<file path="config.mk">
export PLATFORM = sky130hd
export DESIGN_NAME = pifr_top
export DESIGN_NICKNAME = d
export VERILOG_FILES = /design/src/core/pifr_pkg.sv /design/src/core/pifr_top.sv /design/src/core/pifr_flag_bit.sv
export SDC_FILE = /design/constraint.sdc
export NUM_CORES = 1
export LEC_CHECK = 0
export BUFFER_PORTS_ARGS = -buffer_cell sky130_fd_sc_hd__buf_2
export CAP_MARGIN = 10
export CORE_AREA = 2 2 87 56
export DETAILED_ROUTE_END_ITERATION = 8
export DIE_AREA = 0 0 89 58
export GPL_TIMING_DRIVEN = 0
export PLACE_DENSITY = 0.8
export SYNTH_ARGS = -nofsm -noshare
export SYNTH_HDL_FRONTEND = slang
export SYNTH_HIERARCHICAL = 1
export SYNTH_SLANG_ARGS = --single-unit
</file>
<file path="constraint.sdc">
create_clock -name clock_i -period 4.2 [get_ports clock_i]
set_clock_uncertainty 0.15 [all_clocks]
set_input_delay 0.84 -clock clock_i [delete_from_list [all_inputs] [get_ports clock_i]]
set_output_delay 0.84 -clock clock_i [all_outputs]
set_load 0.03 [all_outputs]
</file>
<file path="src/core/pifr_pkg.sv">
/*
 * pifr_pkg: register indices, bit positions, masks, reset values and
 * carrier types for the peripheral flag bank.
 * Assumes a Wishbone slave that maps register index n at byte 4*n.
 */
package pifr_pkg;

	// register indices; byte address is four times the index
	localparam logic [7:0] IDX_CORE_CTRL = 8'h0b;
	localparam logic [7:0] IDX_FLAGS_ONE = 8'h0c;
	localparam logic [7:0] IDX_FLAGS_TWO = 8'h0d;
	localparam logic [7:0] IDX_ENABLES_ONE = 8'h8c;
	localparam logic [7:0] IDX_ENABLES_TWO = 8'h8d;
	localparam logic [7:0] IDX_RESET_STATUS = 8'h8e;

	// first flag and enable pair
	localparam int BIT_CONV = 6;
	localparam int BIT_RX = 5;
	localparam int BIT_TX = 4;
	localparam int BIT_SYNC = 3;
	localparam int BIT_CCP = 2;
	localparam int BIT_TIMER_TWO_COUNT = 1;
	localparam int BIT_TIMER_ONE_COUNT = 0;

	// second flag and enable pair
	localparam int BIT_OSC = 7;
	localparam int BIT_CMP = 6;
	localparam int BIT_EE = 4;

	// core control and reset status
	localparam int BIT_GIE = 7;
	localparam int BIT_PERIPHERAL_IRQ_ENABLE = 6;
	localparam int BIT_POR = 1;
	localparam int BIT_BOR = 0;

	// implemented and software-writable bits
	localparam logic [7:0] MASK_ONE = 8'h7f;
	localparam logic [7:0] MASK_ONE_NOCONV = 8'h3f;
	localparam logic [7:0] MASK_RW_ONE = 8'h4f;
	localparam logic [7:0] MASK_TWO = 8'hd0;
	localparam logic [7:0] MASK_CTRL = 8'hc0;

	// reset values
	localparam logic [7:0] RST_ENABLES = 8'h00;
	localparam logic [7:0] RST_CTRL = 8'h00;
	localparam logic RST_FLAG = 1'b0;
	localparam logic RST_POR = 1'b0;
	localparam logic RST_BOR = 1'b0;

	// capture/compare unit mode
	typedef enum logic [2:0] {
		PIFR_CCP_CAPTURE = 3'b001,
		PIFR_CCP_COMPARE = 3'b010,
		PIFR_CCP_PWM = 3'b100
	} pifr_ccp_mode_e;

	// peripheral events, one-cycle pulses except the two buffer levels
	typedef struct packed {
		logic conv_done;
		logic rx_full;
		logic tx_empty;
		logic sync_done;
		logic capture;
		logic compare_match;
		logic timer_two_match;
		logic timer_one_overflow;
		logic osc_fail;
		logic comparator_change;
		logic eeprom_write_done;
		logic brownout_reset;
	} pifr_events_s;

endpackage : pifr_pkg

</file>
<file path="src/core/pifr_top.sv">
/*
 * pifr_top: peripheral interrupt flags, enables and reset-cause
 * status behind a classic Wishbone slave.
 * Assumes all peripherals and the bus share clock_i; events are
 * same-clock pulses, rx_full and tx_empty are buffer levels.
 */
// Local design decision: the Wishbone slave port.
// How it works
// - peripheral events set their flag regardless of any enable bit.
// - unimplemented bits always read zero in every register.
// - converter-done flag sets on conversion end; zero without converter.
// - receive-full flag mirrors the receive buffer level, read-only.
// - transmit-empty flag mirrors the transmit buffer level, read-only.
// - sync port flag sets on transfer complete, software clears.
// - capture/compare flag sets on capture in capture mode, compare match in compare mode, not in PWM.
// - timer-two flag sets on period match, software clears.
// - timer-one flag sets on overflow, software clears.
// - second enable register holds oscillator, comparator, EEPROM enables.
// - oscillator-fail flag sets on clock failover, software clears.
// - comparator flag sets on any comparator change, software clears.
// - EEPROM flag sets on write completion, software clears.
// - power-on reset clears power-on bit; software then sets it.
// - brown-out reset clears brown-out bit; software then sets it.
// - brown-out bit undefined after power-on, meaningless when detect off.
// - flags, enables and power-on bit reset to zero.
// - peripheral requests need the peripheral interrupt enable.
// - global enable gates every interrupt.
// - first enable register mirrors first flag register positions.
`timescale 1ns/1ns
module pifr_top #(
	parameter bit HAS_CONVERTER = 1'b1 // converter variant present
) (
	input wire logic clock_i, // 25 MHz system clock
	input wire logic reset_i, // power-on reset, sync, high
	input wire logic wb_cyc_i, // bus cycle
	input wire logic wb_stb_i, // strobe
	input wire logic wb_we_i, // write enable
	input wire logic [9:0] wb_adr_i, // byte address
	input wire logic [3:0] wb_sel_i, // byte lanes
	input wire logic [31:0] wb_dat_i, // write data
	output logic [31:0] wb_dat_o, // read data
	output logic wb_ack_o, // acknowledge
	input wire pifr_pkg::pifr_events_s events_i, // peripheral events
	input wire pifr_pkg::pifr_ccp_mode_e ccp_mode_i, // ccp mode
	input wire logic brownout_detect_enable_i, // config bit
	output logic periph_irq_o // interrupt request
);
	// bus state
	logic ack_reg;
	logic ack_next;
	logic [31:0] dat_reg;
	logic [31:0] dat_next;

	// register state
	logic [7:0] en_one_reg;
	logic [7:0] en_one_next;
	logic [7:0] en_two_reg;
	logic [7:0] en_two_next;
	logic [7:0] ctrl_reg;
	logic [7:0] ctrl_next;
	logic rx_reg;
	logic tx_reg;
	logic por_reg;
	logic por_next;
	logic bor_reg;
	logic bor_next;
	logic irq_reg;
	logic irq_next;

	// decode wires
	logic req;
	logic wr_now;
	logic [7:0] idx;
	logic [7:0] wbyte;
	logic hit_ctrl;
	logic hit_f1;
	logic hit_f2;
	logic hit_e1;
	logic hit_e2;
	logic hit_st;
	logic [7:0] rd_byte;

	// flag wiring
	logic [7:0] set_one;
	logic [7:0] set_two;
	logic [7:0] flags_one_q;
	logic [7:0] flags_two_q;
	logic [7:0] flags_one;
	logic [7:0] flags_two;
	logic [7:0] mask_one;
	logic ccp_hit;
	logic bor_hit;
	logic pend;

	// bus decode; a write lands on the edge the master sees ack
	assign req = wb_cyc_i & wb_stb_i;
	assign ack_next = req & ~ack_reg;
	assign wr_now = req & wb_we_i & ack_reg & wb_sel_i[0];
	assign idx = wb_adr_i[9:2];
	assign wbyte = wb_dat_i[7:0];
	assign hit_ctrl = (idx == pifr_pkg::IDX_CORE_CTRL);
	assign hit_f1 = (idx == pifr_pkg::IDX_FLAGS_ONE);
	assign hit_f2 = (idx == pifr_pkg::IDX_FLAGS_TWO);
	assign hit_e1 = (idx == pifr_pkg::IDX_ENABLES_ONE);
	assign hit_e2 = (idx == pifr_pkg::IDX_ENABLES_TWO);
	assign hit_st = (idx == pifr_pkg::IDX_RESET_STATUS);

	// without a converter bit 6 is dead in both first registers
	assign mask_one = HAS_CONVERTER ? pifr_pkg::MASK_ONE
		: pifr_pkg::MASK_ONE_NOCONV;

	// capture/compare event qualified by mode; PWM never sets it
	assign ccp_hit =
		(events_i.capture & (ccp_mode_i == pifr_pkg::PIFR_CCP_CAPTURE))
		| (events_i.compare_match
		& (ccp_mode_i == pifr_pkg::PIFR_CCP_COMPARE));

	// set vector for the first sticky group
	always_comb
	begin
		set_one = 8'h00;
		set_one[pifr_pkg::BIT_CONV] = events_i.conv_done
			& HAS_CONVERTER;
		set_one[pifr_pkg::BIT_SYNC] = events_i.sync_done;
		set_one[pifr_pkg::BIT_CCP] = ccp_hit;
		set_one[pifr_pkg::BIT_TIMER_TWO_COUNT] = events_i.timer_two_match;
		set_one[pifr_pkg::BIT_TIMER_ONE_COUNT] = events_i.timer_one_overflow;
	end

	// set vector for the second sticky group
	always_comb
	begin
		set_two = 8'h00;
		set_two[pifr_pkg::BIT_OSC] = events_i.osc_fail;
		set_two[pifr_pkg::BIT_CMP] = events_i.comparator_change;
		set_two[pifr_pkg::BIT_EE] = events_i.eeprom_write_done;
	end

	// one sticky cell per implemented writable flag
	genvar g;
	generate
		for (g = 0; g < 8; g++)
		begin : g_flag
			if (pifr_pkg::MASK_RW_ONE[g])
			begin : g_one
				pifr_flag_bit u_bit (
					.clock_i(clock_i),
					.reset_i(reset_i),
					.set_i(set_one[g]),
					.wr_i(wr_now & hit_f1),
					.wdata_i(wbyte[g] & mask_one[g]),
					.flag_o(flags_one_q[g])
				);
			end
			else
			begin : g_one_none
				assign flags_one_q[g] = 1'b0;
			end
			if (pifr_pkg::MASK_TWO[g])
			begin : g_two
				pifr_flag_bit u_bit (
					.clock_i(clock_i),
					.reset_i(reset_i),
					.set_i(set_two[g]),
					.wr_i(wr_now & hit_f2),
					.wdata_i(wbyte[g]),
					.flag_o(flags_two_q[g])
				);
			end
			else
			begin : g_two_none
				assign flags_two_q[g] = 1'b0;
			end
		end
	endgenerate

	// buffer levels join the sticky flags; they ignore writes
	always_comb
	begin
		flags_one = flags_one_q & mask_one;
		flags_one[pifr_pkg::BIT_RX] = rx_reg;
		flags_one[pifr_pkg::BIT_TX] = tx_reg;
	end
	assign flags_two = flags_two_q & pifr_pkg::MASK_TWO;

	// enable and control writes, unimplemented bits masked off
	assign en_one_next = (wr_now & hit_e1) ? (wbyte & mask_one)
		: en_one_reg;
	assign en_two_next = (wr_now & hit_e2) ? (wbyte & pifr_pkg::MASK_TWO)
		: en_two_reg;
	assign ctrl_next = (wr_now & hit_ctrl) ? (wbyte & pifr_pkg::MASK_CTRL)
		: ctrl_reg;

	// reset-cause bits; software sets them to tell later resets apart
	assign por_next = (wr_now & hit_st) ? wbyte[pifr_pkg::BIT_POR]
		: por_reg;
	// brown-out reset beats a write; ignored when detection is off
	assign bor_hit = events_i.brownout_reset & brownout_detect_enable_i;
	assign bor_next = bor_hit ? 1'b0
		: ((wr_now & hit_st) ? wbyte[pifr_pkg::BIT_BOR] : bor_reg);

	// request: any flag with its enable, then both gate bits
	assign pend = (|(flags_one & en_one_reg))
		| (|(flags_two & en_two_reg));
	assign irq_next = pend & ctrl_reg[pifr_pkg::BIT_PERIPHERAL_IRQ_ENABLE]
		& ctrl_reg[pifr_pkg::BIT_GIE];

	// read mux; unmapped indices answer zero
	assign rd_byte = hit_ctrl ? ctrl_reg
		: hit_f1 ? flags_one
		: hit_f2 ? flags_two
		: hit_e1 ? en_one_reg
		: hit_e2 ? en_two_reg
		: hit_st ? {6'h00, por_reg, bor_reg}
		: 8'h00;
	assign dat_next = ack_next ? {24'h000000, rd_byte} : 32'h00000000;

	// bus answer registers
	always_ff @(posedge clock_i)
	begin
		if (reset_i)
		begin
			ack_reg <= 1'b0;
			dat_reg <= 32'h00000000;
		end
		else
		begin
			ack_reg <= ack_next;
			dat_reg <= dat_next;
		end
	end

	// enables, control and request output
	always_ff @(posedge clock_i)
	begin
		if (reset_i)
		begin
			en_one_reg <= pifr_pkg::RST_ENABLES;
			en_two_reg <= pifr_pkg::RST_ENABLES;
			ctrl_reg <= pifr_pkg::RST_CTRL;
			irq_reg <= 1'b0;
		end
		else
		begin
			en_one_reg <= en_one_next;
			en_two_reg <= en_two_next;
			ctrl_reg <= ctrl_next;
			irq_reg <= irq_next;
		end
	end

	// buffer mirrors, one cycle behind the serial unit
	always_ff @(posedge clock_i)
	begin
		if (reset_i)
		begin
			rx_reg <= 1'b0;
			tx_reg <= 1'b0;
		end
		else
		begin
			rx_reg <= events_i.rx_full;
			tx_reg <= events_i.tx_empty;
		end
	end

	// reset cause; brown-out bit has no real meaning after power-on
	always_ff @(posedge clock_i)
	begin
		if (reset_i)
		begin
			por_reg <= pifr_pkg::RST_POR;
			bor_reg <= pifr_pkg::RST_BOR;
		end
		else
		begin
			por_reg <= por_next;
			bor_reg <= bor_next;
		end
	end

	assign wb_ack_o = ack_reg;
	assign wb_dat_o = dat_reg;
	assign periph_irq_o = irq_reg;
endmodule : pifr_top

</file>
<file path="src/core/pifr_flag_bit.sv">
/*
 * pifr_flag_bit: one sticky interrupt flag, set by hardware,
 * written by software.
 * Assumes set_i and wr_i are on clock_i.
 */
`timescale 1ns/1ns
module pifr_flag_bit (
	input wire logic clock_i, // system clock
	input wire logic reset_i, // sync reset, high
	input wire logic set_i, // hardware event
	input wire logic wr_i, // software write strobe
	input wire logic wdata_i, // written value
	output logic flag_o // flag state
);
	logic flag_reg;
	logic flag_next;

	// event wins over a write in the same cycle
	assign flag_next = set_i | (wr_i ? wdata_i : flag_reg);

	// flag storage
	always_ff @(posedge clock_i)
	begin
		if (reset_i)
			flag_reg <= pifr_pkg::RST_FLAG;
		else
			flag_reg <= flag_next;
	end

	assign flag_o = flag_reg;

endmodule : pifr_flag_bit

</file>
# Yosys cells after proc, flatten, opt, wreduce, memory -nomap -nowiden
# Index checks and enable logic that the tools add are counted.
# totals
word_cells	75
input_bits	67
out_inout_bits	34
regBits	58
# classes
n_reduce_logical	4
n_mux	14
eq_ne	8
n_bitwise	30
# op_table
operator	count
$mux 8	5
$eq 8x4->1 const B	3
$eq 8x8->1 const B	3
$and 1x1->1	16
$reduce_or 8->1	2
$or 1x1->1	10
$and 8x8->8	1
$mux 1	8
$and 7x7->7	1
$reduce_or 2->1	2
$eq 3x1->1 const B	1
$eq 3x2->1 const B	1
$mux 2	1
$not 1->1	2

# Longest topological paths before layout
# logic_depth
depth_word	7
mapped_depth	5
ltp_nobuf	5

# Cells and area by module
# Netlist, hierarchy kept.
# by_module_without_submodules
module	n_inst	area_each_um2	cells_each	seq_area_each_um2
pifr_top	1	1382.6	151	520.5
pifr_flag_bit	8	38.8	4	20.0

# Least setup slack after synthesis
# No wires, ideal clock.
# synth_path
kind	input to register
from	input wb_adr_i[7]
to	register g_flag[0].g_one.u_bit.flag_reg
setup_slack_ns	1.399
arrival_ns	2.533
path_buffers	0
required_time_ns	3.932
cell_stages	5
path_cell_list	nor4b_2 > nand2_1 > nor4_1 > mux2i_1 > a21oi_1
# synth_between
elab_chain_cells	4
# synth_rtl
element	line_no	text
start: declaration	pifr_top.sv:38	input wire logic [9:0] wb_adr_i,
$eq 8x4->1	pifr_top.sv:102	assign hit_f1 = (idx == pifr_pkg::IDX_FLAGS_ONE);
$and 1x1->1	pifr_top.sv:150	.wr_i(wr_now & hit_f1),
$mux 1	pifr_flag_bit.sv:19	assign flag_next = set_i | (wr_i ? wdata_i : flag_reg);
$or 1x1->1	pifr_flag_bit.sv:19	
end signal: assignment	pifr_flag_bit.sv:25	flag_reg <= pifr_pkg::RST_FLAG;
end signal: assignment	pifr_flag_bit.sv:27	flag_reg <= flag_next;
end: declaration	pifr_flag_bit.sv:15	logic flag_reg;
# Every way passes these cells.
# A chain may end at the register's enable or synchronous reset.

# Final worst setup path
# layout_path
from	input wb_adr_i[7]
to	register g_flag[2].g_one.u_bit.flag_reg
# layout_between
elab_chain_cells	4
# layout_rtl
element	line_no
$eq 8x4->1	pifr_top.sv:102
$and 1x1->1	pifr_top.sv:150
$mux 1	pifr_flag_bit.sv:19
$or 1x1->1	pifr_flag_bit.sv:19
end signal: assignment	pifr_flag_bit.sv:25
end signal: assignment	pifr_flag_bit.sv:27
end: declaration	pifr_flag_bit.sv:15
# Every way passes these cells.

==> flow_summary_export.csv <==
group,metric,value,unit
critical_path,cp-endpoint,"g_flag[2].g_one.u_bit/flag_o",
finish,final_nets,328,
detailed_routing,avgViaCountPerCell,4.59,
worst_hold_path,hp-class,"reg2reg",
clock_network,cts_setup_buffers,0,
critical_path,worstReg2RegStart,"wb_ack_o",
critical_path,start_kind,"input port",
logic_synthesis,ys_types,33,
critical_path,setup.worst_path.start,"wb_adr_i[7]",
critical_path,reg2reg_slack,2.30,ns
die,die_y,58,um
timing,fmax,359,MHz
power_and_ir_drop,power_leakage,0.00110,uW
run,max-cap-violations,0,
logic_synthesis,synth_edf_count,0,
critical_path,crit_fanout,6,
die,io_pins,101,
power_and_ir_drop,powerDensity,314,nW/um^2
finish,antenna_cells,0,
logic_synthesis,synth.avg_cell_area,9.25,sq um
logic_synthesis,syn_inst,183,
logic_synthesis,synthArstFlopShare,0,%
timing,relSlewSlack,53.1,%
grt,grt_pass1_wl,6020,um
grt,grt_pass1_vias,1280,
die,num_rows,19,
timing,hold_viol_final,0,
critical_path,rr_worst_depth,5,
die,initial_utilization,38.7,%
power_and_ir_drop,irDropWorstVdd,127,uV
finish,largest_reg_flops,8,
power_and_ir_drop,power.share.clock,36.7,%
finish,syn2layout_area_growth,29.3,%
grt,grt-ovfl-total,0,
timing,fin_ws,1.41,ns
grt,antenna_found_initial,0,
critical_path,critPathCaptureType,"flop",
run_status,status,"complete, no violations",
timing,tightest_slew,0.698,ns
place,io_buffers,47,
detailed_routing,routedWlPerCell,12.1,um
grt,grt_use_total,15.7,%
critical_path,reg2reg_to,"g_flag[2].g_one.u_bit/flag_o",
clock_network,max-clock-path-buffers,2,
timing,rsz0062_at_grt,"no",
place,dp_hpwl,3090,um
logic_synthesis,ys_dominant_reg_cell,"dfxtp_1",
detailed_routing,dr.pass1.iters,4,
die,core,4370,sq um
finish,final_layout_size_suffix_gt1_share,32.8,%
finish,fillers,463,
clock_network,clk_transition_reported_paths,0.07,ns
critical_path,crit_type,"in2reg",
place,dp_slack,1.12,ns
timing,setup_viol,0,
timing,timing.final.crit_period,2.79,ns
detailed_routing,drc,0,
timing,period_share,66.4,%
power_and_ir_drop,p_sw,186,uW
detailed_routing,drt_wl_total,3930,um
clock_network,h-tree-depth,2,
detailed_routing,drt_iter0_drc,45,
clock_network,tritoncts,"built",
place,gp_congestion,0.812,
critical_path,required,4.23,ns
logic_synthesis,syn_area,1690,sq um
die,die_area,5160,sq um
clock_network,cts_buffers,5,
clock_network,cts_hold_buf,0,
power_and_ir_drop,pwr-share-comb,14.6,%
clock_network,cts_resized,0,
timing,slew_viol_final,0,
power_and_ir_drop,internal_power,503,uW
logic_synthesis,yosys_warnings,6,
timing,tns,0,ns
die,dieWidth,89,um
detailed_routing,ant_nets,0,
power_and_ir_drop,sw_frac_of_total,27.0,%
logic_synthesis,ys_seq_elements,34,
clock_network,cts_root_buf,"clkbuf_8",
clock_network,clock-sinks,34,
grt,grt_max_degree,11,
clock_network,clk_latency,0.29,ns
logic_synthesis,ys_seq_area_share,40.2,%
detailed_routing,vias,1493,
critical_path,cp_data_arrival_time,2.82,ns
power_and_ir_drop,seq_power_share,48.7,%
worst max-delay path, cell delays in order:
cell	delay [ns]
buf_2	0.11
nor4b_2	0.55
nand2_1	0.15
nor4_1	0.61
buf_2	0.29
mux2i_1	0.19
a21oi_1	0.08
synth_stat cells (3+ instances only):
| library cell | count | area share [%] |
|---|---|---|
| mux2i_1 | 26 | 15 |
| nor2_1 | 21 | 4.7 |
| nand4_1 | 3 | 1.1 |
| nor2b_1 | 3 | 1.1 |
| nand2_1 | 10 | 2.2 |
| dfxtp_1 | 34 | 40 |
| buf_4 | 24 | 11 |
| inv_1 | 9 | 2.0 |
| nand3_1 | 4 | 1.2 |
| a21oi_1 | 12 | 3.5 |
| clkbuf_1 | 3 | 0.67 |
| a22oi_1 | 4 | 1.8 |
| mux2_2 | 3 | 2.0 |
power by group through the flow:
stage / combinational [uW] / sequential [uW] / clock, uW
floorplan: 69.6 / 341 / 0
detailed placement: 99.2 / 342 / 0
global placement: 98.4 / 342 / 0
CTS: 99.6 / 335 / 258
finish: 100 / 335 / 253
global route: 109 / 335 / 273
cell usage in the layout (no fill, tap or decap), types with 2 or more instances in the layout:
cell      count
nand2b_1      2
nand3b_1      2
mux2i_1      26
a22oi_1       4
clkbuf_1      4
nand4_1       3
nand2_1      10
or3_1         2
a211oi_1      2
mux2_2        3
conb_1       24
nor2_1       21
nor4bb_1      2
nand3_1       4
a221oi_1      2
dfxtp_1      34
nor2b_1       3
buf_4        24
nor3_1        2
clkbuf_8      6
inv_1         9
a21oi_1      12
buf_2        48
cell type report:
type / count / area, sq um / area share [%]
Timing Repair Buffer: 48 / 240 / 11.0
Clock buffer: 7 / 86.3 / 3.94
Clock inverter: 1 / 5.00 / 0.229
Sequential cell: 34 / 681 / 31.1
Multi-Input combinational cell: 135 / 870 / 39.7
Buffer: 28 / 195 / 8.91
Tap cell: 63 / 78.8 / 3.60
Inverter: 9 / 33.8 / 1.54
kinds of logic after synthesis:
logic type,after synthesis,synth area share (%)
buf+inv,37,13.5
other cells,1,0.222
flops,34,40.2
simple gates,59,19.3
compound gates,22,8.06
mux,30,18.7
worst min-delay path by stage:
stage                           start            to  slack [ns]  cells after the start
after floorplan           ctrl_reg[7]  periph_irq_o        0.29                      2
after global placement    ctrl_reg[6]  periph_irq_o        0.32                      2
after detailed placement  ctrl_reg[7]  periph_irq_o        0.32                      2
after CTS                 ctrl_reg[7]  periph_irq_o        0.34                      2
after global routing      ctrl_reg[7]  periph_irq_o        0.36                      2
final                     ctrl_reg[7]  periph_irq_o        0.33                      2
metrics by stage:
step	power [uW]	utilization (%)	area, sq um	hold slack (ns)	std cells
6_report	688	50.1	2190	0.334	325
5_1_grt	717	50.1	2190	0.359	325
4_1_cts	693	50.1	2190	0.336	325
3_5_place_dp	441	48.0	2100	0.321	317
3_3_place_gp	440	47.9	2090	0.319	316
2_1_floorplan	411	-	1780	0.285	206
metal layers:
layer	GRT usage [%]	vias to the layer above	wire length, um
met2	21.7	62	1660
met5	0	-	0
met1	22.6	677	1890
met4	6.40	0	54
li1	-	748	-
met3	5.13	6	327
Note: power is estimated with default switching activity, not from simulation.
